--- config.mk ---
export PLATFORM = sky130hd
export DESIGN_NAME = sfh_slave
export DESIGN_NICKNAME = d
export VERILOG_FILES = /design/src/core/sfh_pkg.sv /design/src/core/sfh_fifo.sv /design/src/core/sfh_slave.sv
export SDC_FILE = /design/constraint.sdc
export NUM_CORES = 1
export LEC_CHECK = 0
export ABC_AREA = 1
export BUFFER_PORTS_ARGS = -buffer_cell sky130_fd_sc_hd__buf_2
export CAP_MARGIN = 20
export CORE_ASPECT_RATIO = 1.75
export CORE_MARGIN = 10
export CORE_UTILIZATION = 64
export DETAILED_ROUTE_END_ITERATION = 6
export GPL_ROUTABILITY_DRIVEN = 0
export MAX_ROUTING_LAYER = met4
export PLACE_DENSITY = 0.93
export REMOVE_ABC_BUFFERS = 1
export SETUP_SLACK_MARGIN = 0.1
export SLEW_MARGIN = 10
export SYNTH_ARGS = -nofsm -noshare
export SYNTH_HDL_FRONTEND = slang
export SYNTH_SLANG_ARGS = --single-unit
--- constraint.sdc ---
create_clock -name clock -period 5.7 [get_ports clock]
set_clock_uncertainty 0.05 [all_clocks]
set_input_delay 1.14 -clock clock [delete_from_list [all_inputs] [get_ports clock]]
set_output_delay 1.14 -clock clock [all_outputs]
set_load 0.01 [all_outputs]
--- src/core/sfh_pkg.sv ---
/*
  Shared constants, types and decode helpers for the serial flash host interface front end.
  Assumes one system clock; the serial pins arrive asynchronously and are synchronised inside the slave front end.
*/
package sfh_pkg;

  // Read-class opcodes
  localparam logic [7:0] OP_ARRAY_HS  = 8'h0b;
  localparam logic [7:0] OP_ARRAY_LF  = 8'h03;
  localparam logic [7:0] OP_ARRAY_LEG = 8'he8;
  localparam logic [7:0] OP_BUF1_LF   = 8'hd1;
  localparam logic [7:0] OP_BUF2_LF   = 8'hd3;
  localparam logic [7:0] OP_PROT      = 8'h32;
  localparam logic [7:0] OP_LOCK      = 8'h35;
  localparam logic [7:0] OP_STATUS    = 8'hd7;
  localparam logic [7:0] OP_IDENT     = 8'h9f;

  // Header bytes (address plus dummy) between opcode and first return byte
  localparam logic [2:0] HDR_ARRAY_HS  = 3'h4;
  localparam logic [2:0] HDR_ARRAY_LF  = 3'h3;
  localparam logic [2:0] HDR_ARRAY_LEG = 3'h7;
  localparam logic [2:0] HDR_BUF_LF    = 3'h3;
  localparam logic [2:0] HDR_REG       = 3'h3;
  localparam logic [2:0] HDR_NONE      = 3'h0;

  // Page size choices
  localparam logic [9:0] PAGE_BYTES_DEF = 10'h210;
  localparam logic [9:0] PAGE_BYTES_ALT = 10'h200;

  // Misc
  localparam logic [7:0] FILL_BYTE     = 8'h00;
  localparam logic [2:0] BIT_LAST      = 3'h7;
  localparam int         FIFO_DEPTH_DEF = 8;
  localparam int         BYTE_W        = 8;

  typedef enum logic [2:0] {
    K_WRITE, K_ARRAY, K_BUF1, K_BUF2, K_PROT, K_LOCK, K_STATUS, K_IDENT
  } sfh_kind_t;

  typedef struct packed {
    logic cs_b;
    logic sck;
    logic si;
  } sfh_pins_t;

  typedef struct packed {
    logic [7:0] opcode;
    sfh_kind_t  kind;
  } sfh_cmd_t;

  function automatic sfh_kind_t sfh_decode(input logic [7:0] op);
    case (op)
      OP_ARRAY_HS, OP_ARRAY_LF, OP_ARRAY_LEG: sfh_decode = K_ARRAY;
      OP_BUF1_LF:                             sfh_decode = K_BUF1;
      OP_BUF2_LF:                             sfh_decode = K_BUF2;
      OP_PROT:                                sfh_decode = K_PROT;
      OP_LOCK:                                sfh_decode = K_LOCK;
      OP_STATUS:                              sfh_decode = K_STATUS;
      OP_IDENT:                               sfh_decode = K_IDENT;
      default:                                sfh_decode = K_WRITE;
    endcase
  endfunction

  function automatic logic [2:0] sfh_hdr_len(input logic [7:0] op);
    case (op)
      OP_ARRAY_HS:             sfh_hdr_len = HDR_ARRAY_HS;
      OP_ARRAY_LF:             sfh_hdr_len = HDR_ARRAY_LF;
      OP_ARRAY_LEG:            sfh_hdr_len = HDR_ARRAY_LEG;
      OP_BUF1_LF, OP_BUF2_LF:  sfh_hdr_len = HDR_BUF_LF;
      OP_PROT, OP_LOCK:        sfh_hdr_len = HDR_REG;
      default:                 sfh_hdr_len = HDR_NONE;
    endcase
  endfunction

endpackage

--- src/core/sfh_fifo.sv ---
/*
  Synchronous FIFO for return bytes, width and depth as parameters.
  Assumes both sides on the same clock; depth a power of two.
*/
`timescale 1ns/10ps
`default_nettype none

module sfh_fifo
  import sfh_pkg::*;
#(
  parameter int WIDTH = BYTE_W,
  parameter int DEPTH = FIFO_DEPTH_DEF
) (
  // Clock and reset
  input  wire logic             clock,
  input  wire logic             rst_b,
  // Fill side
  input  wire logic             in_valid,
  input  wire logic [WIDTH-1:0] in_data,
  output var  logic             in_ready,
  // Drain side
  output var  logic             out_valid,
  output var  logic [WIDTH-1:0] out_data,
  input  wire logic             out_ready
);

  localparam int AW = $clog2(DEPTH);

  generate
    if (DEPTH < 2 || (1 << AW) != DEPTH || WIDTH < 1) begin : g_bad
      $error("sfh_fifo: DEPTH must be a power of two of at least 2");
    end
  endgenerate

  logic [WIDTH-1:0] mem [DEPTH];
  logic [AW-1:0]    wr_reg, wr_next, rd_reg, rd_next;
  logic [AW:0]      cnt_reg, cnt_next;
  logic             rdy_reg, rdy_next;
  logic             push, pop;

  always_comb begin
    push     = in_valid && rdy_reg;
    pop      = out_ready && (cnt_reg != '0);
    wr_next  = push ? wr_reg + 1'b1 : wr_reg;
    rd_next  = pop ? rd_reg + 1'b1 : rd_reg;
    cnt_next = cnt_reg + {{AW{1'b0}}, push} - {{AW{1'b0}}, pop};
    // Registered ready keeps the port glitch free
    rdy_next = cnt_next != (AW+1)'(DEPTH);
  end

  always_ff @(posedge clock or negedge rst_b) begin
    if (!rst_b) begin
      wr_reg  <= '0;
      rd_reg  <= '0;
      cnt_reg <= '0;
      rdy_reg <= 1'b0;
    end else begin
      wr_reg  <= wr_next;
      rd_reg  <= rd_next;
      cnt_reg <= cnt_next;
      rdy_reg <= rdy_next;
    end
  end

  always_ff @(posedge clock) begin
    if (push) begin
      mem[wr_reg] <= in_data;
    end
  end

  assign in_ready  = rdy_reg;
  assign out_valid = cnt_reg != '0;
  assign out_data  = mem[rd_reg];

endmodule // sfh_fifo

`default_nettype wire

--- src/core/sfh_slave.sv ---
/*
  Device-side serial command front end: oversamples chip select, serial clock and serial
  input, decodes opcodes, forwards header and write bytes, shifts return bytes out.
  Assumes the system clock is at least eight times the serial clock; return data for
  array, buffer, protection and lockdown reads is pushed by the memory core into the FIFO.
*/
// Function
// - Commands work alike whether the serial clock idles low or high at select.
// - Compatible style: each output bit valid within the clock low phase.
// - High-speed style: output need not settle within the low phase.
// - Output shifts on falling serial clock edges, input sampled on rising edges.
// - Bytes move bitwise; input on rising edges, return bytes on falling edges.
// - Decode continuous array reads 0BH, 03H and legacy E8H.
// - Decode low-frequency buffer reads D1H and D3H.
// - Opcode 32H returns the sector protection register contents.
// - Opcode 35H returns the sector lockdown register contents.
// - Opcode D7H returns the status register contents.
// - Opcode 9FH returns maker and part identification bytes.
// - Page size comes up at 528 bytes, reconfigurable to 512 bytes.
`timescale 1ns/10ps
`default_nettype none

module sfh_slave
  import sfh_pkg::*;
#(
  parameter int          FIFO_DEPTH = FIFO_DEPTH_DEF,
  parameter logic [31:0] ID_CODE    = 32'h00112233 // Arbitrary value
) (
  // Clock and reset
  input  wire logic        clock,
  input  wire logic        rst_b,
  // Serial pins
  input  wire sfh_pins_t   pins,
  output var  logic        so_out,
  output var  logic        so_oe,
  // Command side
  output var  logic        cmd_valid,
  output var  sfh_cmd_t    cmd,
  output var  logic        rx_valid,
  output var  logic [7:0]  rx_byte,
  output var  logic        cmd_end,
  // Return data
  input  wire logic        tx_valid,
  input  wire logic [7:0]  tx_data,
  output var  logic        tx_ready,
  input  wire logic [7:0]  status_in,
  // Configuration and diagnostics
  input  wire logic        cfg_512,
  output var  logic [9:0]  page_bytes,
  output var  logic        underrun
);

  typedef enum logic [2:0] {ST_IDLE, ST_OPC, ST_HDR, ST_SINK, ST_RESP} sfh_state_t;

  // Pin synchroniser
  sfh_pins_t  sync1_reg, sync2_reg;
  logic       sck_prev_reg, cs_prev_reg, si_prev_reg;

  // Protocol state
  sfh_state_t state_reg, state_next;
  logic [2:0] bit_reg, bit_next;
  logic [7:0] shift_reg, shift_next;
  logic [2:0] hdr_reg, hdr_next;
  logic [7:0] tx_reg, tx_next;
  logic [2:0] txc_reg, txc_next;
  logic [1:0] idx_reg, idx_next;
  logic       so_reg, so_next, oe_reg, oe_next;
  sfh_cmd_t   cmd_reg, cmd_next;
  logic       cmd_valid_reg, cmd_valid_next;
  logic       rx_valid_reg, rx_valid_next;
  logic [7:0] rx_reg, rx_next;
  logic       end_reg, end_next;
  logic       und_reg, und_next;
  logic [9:0] page_reg, page_next;

  // Edge detection and FIFO hookup
  logic       cs_act, cs_fall, rise, fall, byte_done, load, pop;
  logic [7:0] byte_in;
  sfh_kind_t  kind_sel;
  logic       fifo_valid;
  logic [7:0] fifo_data;

  sfh_fifo #(
    .WIDTH (BYTE_W),
    .DEPTH (FIFO_DEPTH)
  ) u_fifo (
    .clock     (clock),
    .rst_b     (rst_b),
    .in_valid  (tx_valid),
    .in_data   (tx_data),
    .in_ready  (tx_ready),
    .out_valid (fifo_valid),
    .out_data  (fifo_data),
    .out_ready (pop)
  );

  always_ff @(posedge clock or negedge rst_b) begin
    if (!rst_b) begin
      sync1_reg    <= '{cs_b: 1'b1, sck: 1'b0, si: 1'b0};
      sync2_reg    <= '{cs_b: 1'b1, sck: 1'b0, si: 1'b0};
      sck_prev_reg <= 1'b0;
      cs_prev_reg  <= 1'b1;
      si_prev_reg  <= 1'b0;
    end else begin
      sync1_reg    <= pins;
      sync2_reg    <= sync1_reg;
      sck_prev_reg <= sync2_reg.sck;
      cs_prev_reg  <= sync2_reg.cs_b;
      si_prev_reg  <= sync2_reg.si;
    end
  end

  // Edges count only once select is low, so the idle level at select is irrelevant
  always_comb begin
    cs_act    = !sync2_reg.cs_b;
    cs_fall   = cs_act && cs_prev_reg;
    rise      = cs_act && sync2_reg.sck && !sck_prev_reg;
    fall      = cs_act && !sync2_reg.sck && sck_prev_reg;
    // Input as it stood before the rise: the host may launch the next bit on it
    byte_in   = {shift_reg[6:0], si_prev_reg};
    byte_done = rise && (bit_reg == BIT_LAST) && !cs_fall;
    kind_sel  = (state_reg == ST_OPC) ? sfh_decode(byte_in) : cmd_reg.kind;
  end

  always_comb begin
    state_next     = state_reg;
    bit_next       = bit_reg;
    shift_next     = shift_reg;
    hdr_next       = hdr_reg;
    tx_next        = tx_reg;
    txc_next       = txc_reg;
    idx_next       = idx_reg;
    so_next        = so_reg;
    oe_next        = oe_reg;
    cmd_next       = cmd_reg;
    rx_next        = rx_reg;
    cmd_valid_next = 1'b0;
    rx_valid_next  = 1'b0;
    end_next       = 1'b0;
    und_next       = 1'b0;
    load           = 1'b0;
    pop            = 1'b0;
    page_next      = cfg_512 ? PAGE_BYTES_ALT : page_reg;
    if (!cs_act) begin
      state_next = ST_IDLE;
      oe_next    = 1'b0;
      end_next   = state_reg != ST_IDLE;
    end else if (cs_fall) begin
      state_next = ST_OPC;
      bit_next   = '0;
      oe_next    = 1'b0;
    end else begin
      if (rise) begin
        shift_next = byte_in;
        bit_next   = bit_reg + 1'b1;
      end
      if (byte_done) begin
        case (state_reg)
          ST_OPC: begin
            cmd_next       = '{opcode: byte_in, kind: kind_sel};
            cmd_valid_next = 1'b1;
            hdr_next       = sfh_hdr_len(byte_in);
            idx_next       = '0;
            if (kind_sel == K_WRITE) begin
              state_next = ST_SINK;
            end else if (sfh_hdr_len(byte_in) == HDR_NONE) begin
              state_next = ST_RESP;
              load       = 1'b1;
            end else begin
              state_next = ST_HDR;
            end
          end
          ST_HDR: begin
            rx_next       = byte_in;
            rx_valid_next = 1'b1;
            hdr_next      = hdr_reg - 1'b1;
            if (hdr_reg == 3'h1) begin
              state_next = ST_RESP;
              load       = 1'b1;
            end
          end
          ST_SINK: begin
            rx_next       = byte_in;
            rx_valid_next = 1'b1;
          end
          default: begin
          end
        endcase
      end
      // Launch right after the falling edge: valid early in the low phase
      if (fall && state_reg == ST_RESP) begin
        oe_next  = 1'b1;
        so_next  = tx_reg[7];
        tx_next  = {tx_reg[6:0], 1'b0};
        txc_next = txc_reg + 1'b1;
        load     = txc_reg == BIT_LAST;
      end
      if (load) begin
        txc_next = '0;
        case (kind_sel)
          K_STATUS: tx_next = status_in;
          K_IDENT: begin
            // Index already restarted at the opcode, so every frame opens on the top byte
            tx_next  = ID_CODE[{~idx_next, 3'b000} +: 8];
            idx_next = idx_next + 1'b1;
          end
          default: begin
            // Protection and lockdown contents come through the FIFO too
            if (fifo_valid) begin
              tx_next = fifo_data;
              pop     = 1'b1;
            end else begin
              tx_next  = FILL_BYTE;
              und_next = 1'b1;
            end
          end
        endcase
      end
    end
  end

  always_ff @(posedge clock or negedge rst_b) begin
    if (!rst_b) begin
      state_reg     <= ST_IDLE;
      bit_reg       <= '0;
      shift_reg     <= '0;
      hdr_reg       <= '0;
      tx_reg        <= '0;
      txc_reg       <= '0;
      idx_reg       <= '0;
      so_reg        <= 1'b0;
      oe_reg        <= 1'b0;
      cmd_reg       <= '{opcode: 8'h00, kind: K_WRITE};
      rx_reg        <= '0;
      cmd_valid_reg <= 1'b0;
      rx_valid_reg  <= 1'b0;
      end_reg       <= 1'b0;
      und_reg       <= 1'b0;
      page_reg      <= PAGE_BYTES_DEF;
    end else begin
      state_reg     <= state_next;
      bit_reg       <= bit_next;
      shift_reg     <= shift_next;
      hdr_reg       <= hdr_next;
      tx_reg        <= tx_next;
      txc_reg       <= txc_next;
      idx_reg       <= idx_next;
      so_reg        <= so_next;
      oe_reg        <= oe_next;
      cmd_reg       <= cmd_next;
      rx_reg        <= rx_next;
      cmd_valid_reg <= cmd_valid_next;
      rx_valid_reg  <= rx_valid_next;
      end_reg       <= end_next;
      und_reg       <= und_next;
      page_reg      <= page_next;
    end
  end

  assign so_out     = so_reg;
  assign so_oe      = oe_reg;
  assign cmd_valid  = cmd_valid_reg;
  assign cmd        = cmd_reg;
  assign rx_valid   = rx_valid_reg;
  assign rx_byte    = rx_reg;
  assign cmd_end    = end_reg;
  assign underrun   = und_reg;
  assign page_bytes = page_reg;
endmodule // sfh_slave

`default_nettype wire

# [Word-level counts from Yosys, hierarchy flattened]
# Memories as Yosys holds them, arrays and structs flattened.
# Index checks and enable logic that the tools add are counted.
[op_classes] n_shift=1 muxes=62 n_reduce_logical=37 bitwise=3 n_eq_ne=20 add_sub_neg=8
[op_table] operator="2-to-1 mux 3 bit" n=16
[op_table] operator="equality test 8 bit, second input constant" n=5
[op_table] operator="variable part select 32 x 6 -> 8 bit, first input constant" n=1
[op_table] operator="2-to-1 mux 1 bit" n=31
[op_table] operator="2-to-1 mux 8 bit" n=3
[op_table] operator="one-hot mux 3 bit (7 select lines)" n=1
[op_table] operator="equality test 8 x 6 -> 1 bit, second input constant" n=2
[op_table] operator="one-hot mux 8 bit (2 select lines)" n=1
[op_table] operator="equality test 3 bit, second input constant" n=5
[op_table] operator="adder 3 x 1 -> 3 bit, second input constant" n=4
[op_table] operator="2-to-1 mux 2 bit" n=6
[op_table] operator="one-hot mux 3 bit (2 select lines)" n=2
[op_table] operator="AND reduction 3 bit" n=4
[op_table] operator="AND reduction 4 bit" n=3
[op_table] operator="logical AND 1 bit" n=10
[op_table] operator="one-hot mux 3 bit (3 select lines)" n=1
[op_table] operator="nonzero test 3 bit" n=3
[op_table] operator="equality test 8 x 2 -> 1 bit, second input constant" n=1
[op_table] operator="equality test 8 x 4 -> 1 bit, second input constant" n=1
[op_table] operator="!= test 4 bit, second input constant" n=2
[op_table] operator="nonzero test 4 bit" n=2
[op_table] operator="equality test 3 x 1 -> 1 bit, second input constant" n=2
[op_table] operator="equality test 3 x 2 -> 1 bit, second input constant" n=2
[op_table] operator="logical NOT 3 bit" n=2
[op_table] operator="other kinds (13)" n=21
[word_totals] register_bits=75 mem_count=1 out_inout_bits=36 ram_bits=64 in_bits=23
[mem_list] name="u_fifo.mem" depth=8 word_bits=8 rd=1 rd_ports_with_merged_regs=0 wr=1 line="sfh_fifo.sv:35" rtl="logic [WIDTH-1:0] mem [DEPTH];"

# [Logic depth before layout (Yosys ltp)]
[depth] depth_word=24 depth_mapped=21 mapped_depth_nobuf=21

# [By module]
# Synthesis repeated with hierarchy kept, for this count alone.
[unflattened] cells_unflattened=750 hier_area_um2=6692.7
[modules_own_cells] mod="sfh_fifo" area_per_inst_um2=3473.3 seq_area_each_um2=2197.1 cells_each=350 n_inst=1
[modules_own_cells] mod="sfh_slave" area_per_inst_um2=3219.3 seq_area_each_um2=1606.5 cells_each=400 n_inst=1

# [Worst setup path before layout]
# OpenSTA, ideal clock, no wires.
[synth_path] path_kind="flip-flop to flip-flop" startpoint="reg state_reg[2]" endpoint="reg u_fifo.rdy_reg (netlist: u_fifo.in_ready)" path_slack_ns=2.776 arrival_ns=2.749 t_required_ns=5.525 stages_incl_launch_ff=19 setup_time_ns=0.125 path_cell_list="dfrtp_1 > nor3_2 > or2_1 > inv_1 > nor2_2 > nor2_1 > nand2_2 > nand3_4 > a21oi_4 > nand2_1 > inv_1 > ha_1 > inv_1 > ha_1 > inv_1 > fa_1 > inv_1 > nor3_1 > nand2_1"
[synth_between] elab_chain_len=15 word_cells_on_any_way=22 classes_between="1 x add/sub; 6 x eq/ne; 11 x mux; 4 x reduce/logical"
[synth_lines] item="from (decl)" line="sfh_slave.sv:60" rtl="sfh_state_t state_reg, state_next;"
[synth_lines] item="from (signal assigned)" line="sfh_slave.sv:241" rtl="state_reg <= state_next;"
[synth_lines] item="equality test 3 x 1 -> 1 bit" line="sfh_slave.sv:122, sfh_slave.sv:158"
[synth_lines] item="2-to-1 mux 3 bit" line="sfh_slave.sv:122" rtl="kind_sel = (state_reg == ST_OPC) ? sfh_decode(byte_in) : cmd_reg.kind;"
[synth_lines] item="logical NOT 3 bit" line="sfh_slave.sv:164" rtl="if (kind_sel == K_WRITE) begin"
[synth_lines] item="2-to-1 mux 1 bit" line="sfh_slave.sv:164"
[synth_lines] item="one-hot mux 1 bit (2 select lines)" line="sfh_slave.sv:158" rtl="case (state_reg)"
[synth_lines] item="2-to-1 mux 1 bit" line="sfh_slave.sv:157" rtl="if (byte_done) begin"
[synth_lines] item="2-to-1 mux 1 bit" line="sfh_slave.sv:191" rtl="if (fall && state_reg == ST_RESP) begin"
[synth_lines] item="2-to-1 mux 1 bit" line="sfh_slave.sv:148" rtl="end else if (cs_fall) begin"
[synth_lines] item="[2 not listed]"
[synth_lines] item="2-to-1 mux 1 bit (*)" line="sfh_slave.sv:148"
[synth_lines] item="2-to-1 mux 1 bit (*)" line="sfh_slave.sv:144" rtl="if (!cs_act) begin"
[synth_lines] item="logical AND 1 bit (*)" line="sfh_fifo.sv:43" rtl="pop = out_ready && (cnt_reg != '0);"
[synth_lines] item="net u_fifo.pop" line="sfh_fifo.sv:39" rtl="logic push, pop;"
[synth_lines] item="subtractor 4 x 1 -> 4 bit (*)" line="sfh_fifo.sv:46" rtl="cnt_next = cnt_reg + {{AW{1'b0}}, push} - {{AW{1'b0}}, pop};"
[synth_lines] item="net u_fifo.cnt_next[1]" line="sfh_fifo.sv:37" rtl="logic [AW:0] cnt_reg, cnt_next;"
[synth_lines] item="!= test 4 bit (*)" line="sfh_fifo.sv:48" rtl="rdy_next = cnt_next != (AW+1)'(DEPTH);"
[synth_lines] item="net u_fifo.rdy_next" line="sfh_fifo.sv:38" rtl="logic rdy_reg, rdy_next;"
[synth_lines] item="to (signal assigned)" line="sfh_fifo.sv:61" rtl="rdy_reg <= rdy_next;"
[synth_lines] item="to (decl)" line="sfh_fifo.sv:38"
# Mark *: on every way through the listed nets, which the timed path passes. The rest lies on a longest branch. The select of a mux whose other input is x is not followed.
# A chain may end at the register's enable or synchronous reset.

# [Final worst setup path]
[layout_path] startpoint="reg si_prev_reg" endpoint="reg u_fifo.rdy_reg (netlist: u_fifo.in_ready)"
[layout_between] elab_chain_len=22 word_cells_on_any_way=38 classes_between="1 x add/sub; 12 x eq/ne; 19 x mux; 6 x reduce/logical"
[layout_lines] item="from (decl)" line="sfh_slave.sv:57" rtl="logic sck_prev_reg, cs_prev_reg, si_prev_reg;"
[layout_lines] item="from (signal assigned)" line="sfh_slave.sv:109" rtl="si_prev_reg <= sync2_reg.si;"
[layout_lines] item="equality test 8 x 6 -> 1 bit, or another cell as far along" line="sfh_pkg.sv:52, sfh_pkg.sv:65"
[layout_lines] item="OR reduction 5 bit (no line)"
[layout_lines] item="one-hot mux 3 bit (3 select lines)" line="sfh_pkg.sv:65" rtl="case (op)"
[layout_lines] item="2-to-1 mux 3 bit" line="sfh_slave.sv:164"
[layout_lines] item="2-to-1 mux 3 bit" line="sfh_slave.sv:158"
[layout_lines] item="2-to-1 mux 3 bit" line="sfh_slave.sv:157"
[layout_lines] item="2-to-1 mux 3 bit" line="sfh_slave.sv:148"
[layout_lines] item="2-to-1 mux 3 bit" line="sfh_slave.sv:144"
[layout_lines] item="[9 not listed]"
[layout_lines] item="2-to-1 mux 1 bit (*)" line="sfh_slave.sv:148"
[layout_lines] item="2-to-1 mux 1 bit (*)" line="sfh_slave.sv:144"
[layout_lines] item="logical AND 1 bit (*)" line="sfh_fifo.sv:43"
[layout_lines] item="net u_fifo.pop" line="sfh_fifo.sv:39"
[layout_lines] item="subtractor 4 x 1 -> 4 bit (*)" line="sfh_fifo.sv:46"
[layout_lines] item="net u_fifo.cnt_next[1]" line="sfh_fifo.sv:37"
[layout_lines] item="!= test 4 bit (*)" line="sfh_fifo.sv:48"
[layout_lines] item="net u_fifo.rdy_next" line="sfh_fifo.sv:38"
# Marks and branches as above.

==> flow_metrics.tcl <==
set metrics [dict create \
    cts-hold-fix-buffers 0 \
    core_area_um2 9530 \
    numCtsBuffers 17 \
    grt_pass1_vias 5040 \
    maxSlewViolCount 0 \
    synth_cell_types 44 \
    post-cts-setup-buffers 0 \
    htreeDepth 4 \
    die_y_um 151 \
    ir_drop_mv 0.329 \
    yosysTopAreaCell "edfxtp_1" \
    wirelength_um 15200 \
    num_vias 4903 \
    area_growth_pct 14.2 \
    hold_class "reg -> reg" \
    worstMarginPinSlew_ns 1.05 \
    synthArstFlopShare 0.540 \
    max_freq_ghz 0.280 \
    cts_tree "done" \
    use_met1 0.214 \
    syn_avg_cell_area_um2 9.83 \
    cts-resized-gates 0 \
    fin_ws_ns 2.13 \
    min_from "sync1_reg[0]" \
    rsz0062_at_grt "no" \
    setup_violations 0 \
    clk_pin_slew_worst_paths_ns 0.06 \
    largest_reg_flops 64 \
    drive_gt1_frac 0.162 \
    whs_ns 0.294 \
    hold_viol_final 0 \
    port_buffers 49 \
    rr_startpoint "si_prev_reg" \
    cts_root_buffer "clkbuf_16" \
    synth_edf_count 64 \
    ys_seq_area_frac 0.603 \
    clk_latency_ns 0.43 \
    use_met2 0.407 \
    max_cap_violations 0 \
    avgViaCountPerCell 5.91 \
    critPathCaptureType "register" \
    track_usage 0.230 \
    grt_max_degree 76 \
    avgRoutedWirePerCell_um 18.3 \
    slew_headroom 0.298 \
    netlist.area_leader.share 0.304 \
    cts.sinks 139 \
    p_total_uw 2810 \
    drtIter0Drc 538 \
    grt_pass1_wl_um 24600 \
    dp.cells 798 \
    ys_warn_count 0 \
    grtUsageMet3 0.0530 \
    synth-seq-cells 139 \
    status "complete, no violations" \
    grt_antenna_before_repair 0 \
    required_ns 5.95 \
    cts_buffer_depth 2 \
    gr-max-usage-layer "met2" \
    fp.dieW_um 95.1 \
    syn_area_um2 6310 \
    path_class "reg -> reg" \
    postSynthCellCount 642 \
    min_period_ns 3.57 \
    cp_max_fo 8 \
    dp_hpwl_um 10200 \
    cp-start-kind "register" \
    row_count 47 \
    fin_cells 830 \
    antenna_left 0 \
    initial_core_util 0.663 \
    die_area_um2 14400 \
    pre_cts_slack_ns 2.30 \
    dr.pass1.iters 5 \
    finalCritPeriodShare 0.626 \
    cp.arrival_ns 3.81 \
    nets 733 \
    fillCellCount 595 \
    grt_overflow 0 \
    final.setup.tns_ns 0 \
    crit_start "si_prev_reg" \
    p_leak_uw 0.00335 \
    p_per_area_nw_per_um2 389 \
    ioPinCount 59 \
    ys.flop_type "dfrtp_1" \
    synth.area.top_cells "edfxtp_1, dfrtp_1, nand2_1" \
    drc 0 \
    antenna_cells 0 \
]
-- metrics by stage --
| stage | cell area, um^2 | utilization |
|---|---|---|
| after floorplan | 6210 | - |
| after global placement | 6610 | 0.694 |
| after detailed placement | 6610 | 0.694 |
| after CTS | 7210 | 0.757 |
| after global routing | 7210 | 0.757 |
| final | 7210 | 0.757 |
-- cell type report --
type | count | area, um^2 | share of cell area
Clock buffer | 18 | 429 | 0.0595
Clock inverter | 14 | 170 | 0.0236
Inverter | 64 | 240 | 0.0333
Multi-Input combinational cell | 424 | 2170 | 0.300
Sequential cell | 139 | 3800 | 0.528
Tap cell | 122 | 153 | 0.0212
Timing Repair Buffer | 49 | 248 | 0.0344
-- final timing paths --
check                                       end  slack [ns]  cells past startpoint
max in group asynchronous             tx_reg[3]        4.21                      1
worst max-delay path            u_fifo.in_ready        2.13                     19
worst max register to register  u_fifo.in_ready        2.13                     19
worst min register to register     sync2_reg[0]        0.29                      0
min in group asynchronous            rx_byte[0]        0.81                      1
worst min-delay path               sync2_reg[0]        0.29                      0
-- cells in the mapped netlist (3+ instances only) --
master,count
nand2_1,139
nor2_1,89
o21ai_0,74
dfrtp_1,71
edfxtp_1,64
inv_1,55
nand3_1,27
ha_1,14
o22ai_1,12
buf_4,9
a21oi_1,8
inv_2,8
clkbuf_1,7
nand4_1,5
o211ai_1,5
buf_2,4
dfstp_2,4
nand2_2,4
nand2_4,3
nor2_2,3
nor2_8,3
nor3_2,3
o21ai_1,3
o221ai_1,3
-- worst max-delay path, cell delays in order, from the launching register on --
cell	delay [ns]
dfrtp_1	0.39
nand2_1	0.14
nor2_1	0.18
nand3_1	0.16
nand3_1	0.13
nor2_1	0.06
nor2_2	0.19
nand2_1	0.21
nand2_1	0.22
nor2_1	0.10
nand2_1	0.11
inv_1	0.05
ha_1	0.28
inv_1	0.07
ha_1	0.18
inv_1	0.07
fa_1	0.48
inv_1	0.06
nor3_1	0.22
nand2_1	0.09
-- routing by layer --
metal  vias to the layer above  part of all wire  wire length, um
met2                       260              0.56             8450
met3                        91             0.066              996
met5                         -                 0                0
met1                      2327              0.32             4910
met4                         0             0.056              848
li1                       2225                 -                -
-- power by group --
group	switching (uW)	leakage [uW]	internal (uW)	total, uW
Clock	415	0.000296	689	1100
Combinational	316	0.00152	144	461
Sequential	68.9	0.00154	1170	1240
Total	801	0.00335	2010	2810
-- logic make-up after synthesis --
group           synth area share
flops                      0.603
simple gates               0.201
xor+xnor                 0.00555
other cells              0.00119
fa+ha+maj                 0.0309
buf+inv                   0.0585
compound gates             0.100
-- cells in the final DEF (no fill, tap or decap), drive strengths merged, types with 5 or more instances in the layout --
cell type and instances:
nand2 146, nor2 96, o21ai 79, dfrtp 71, inv 66, edfxtp 64
buf 49, nand3 28, clkbuf 18, ha 14, o22ai 12, conb 9
a21oi 9, clkinv 9, nand4 5, o211ai 5
Power figures use the tool's default switching activity.
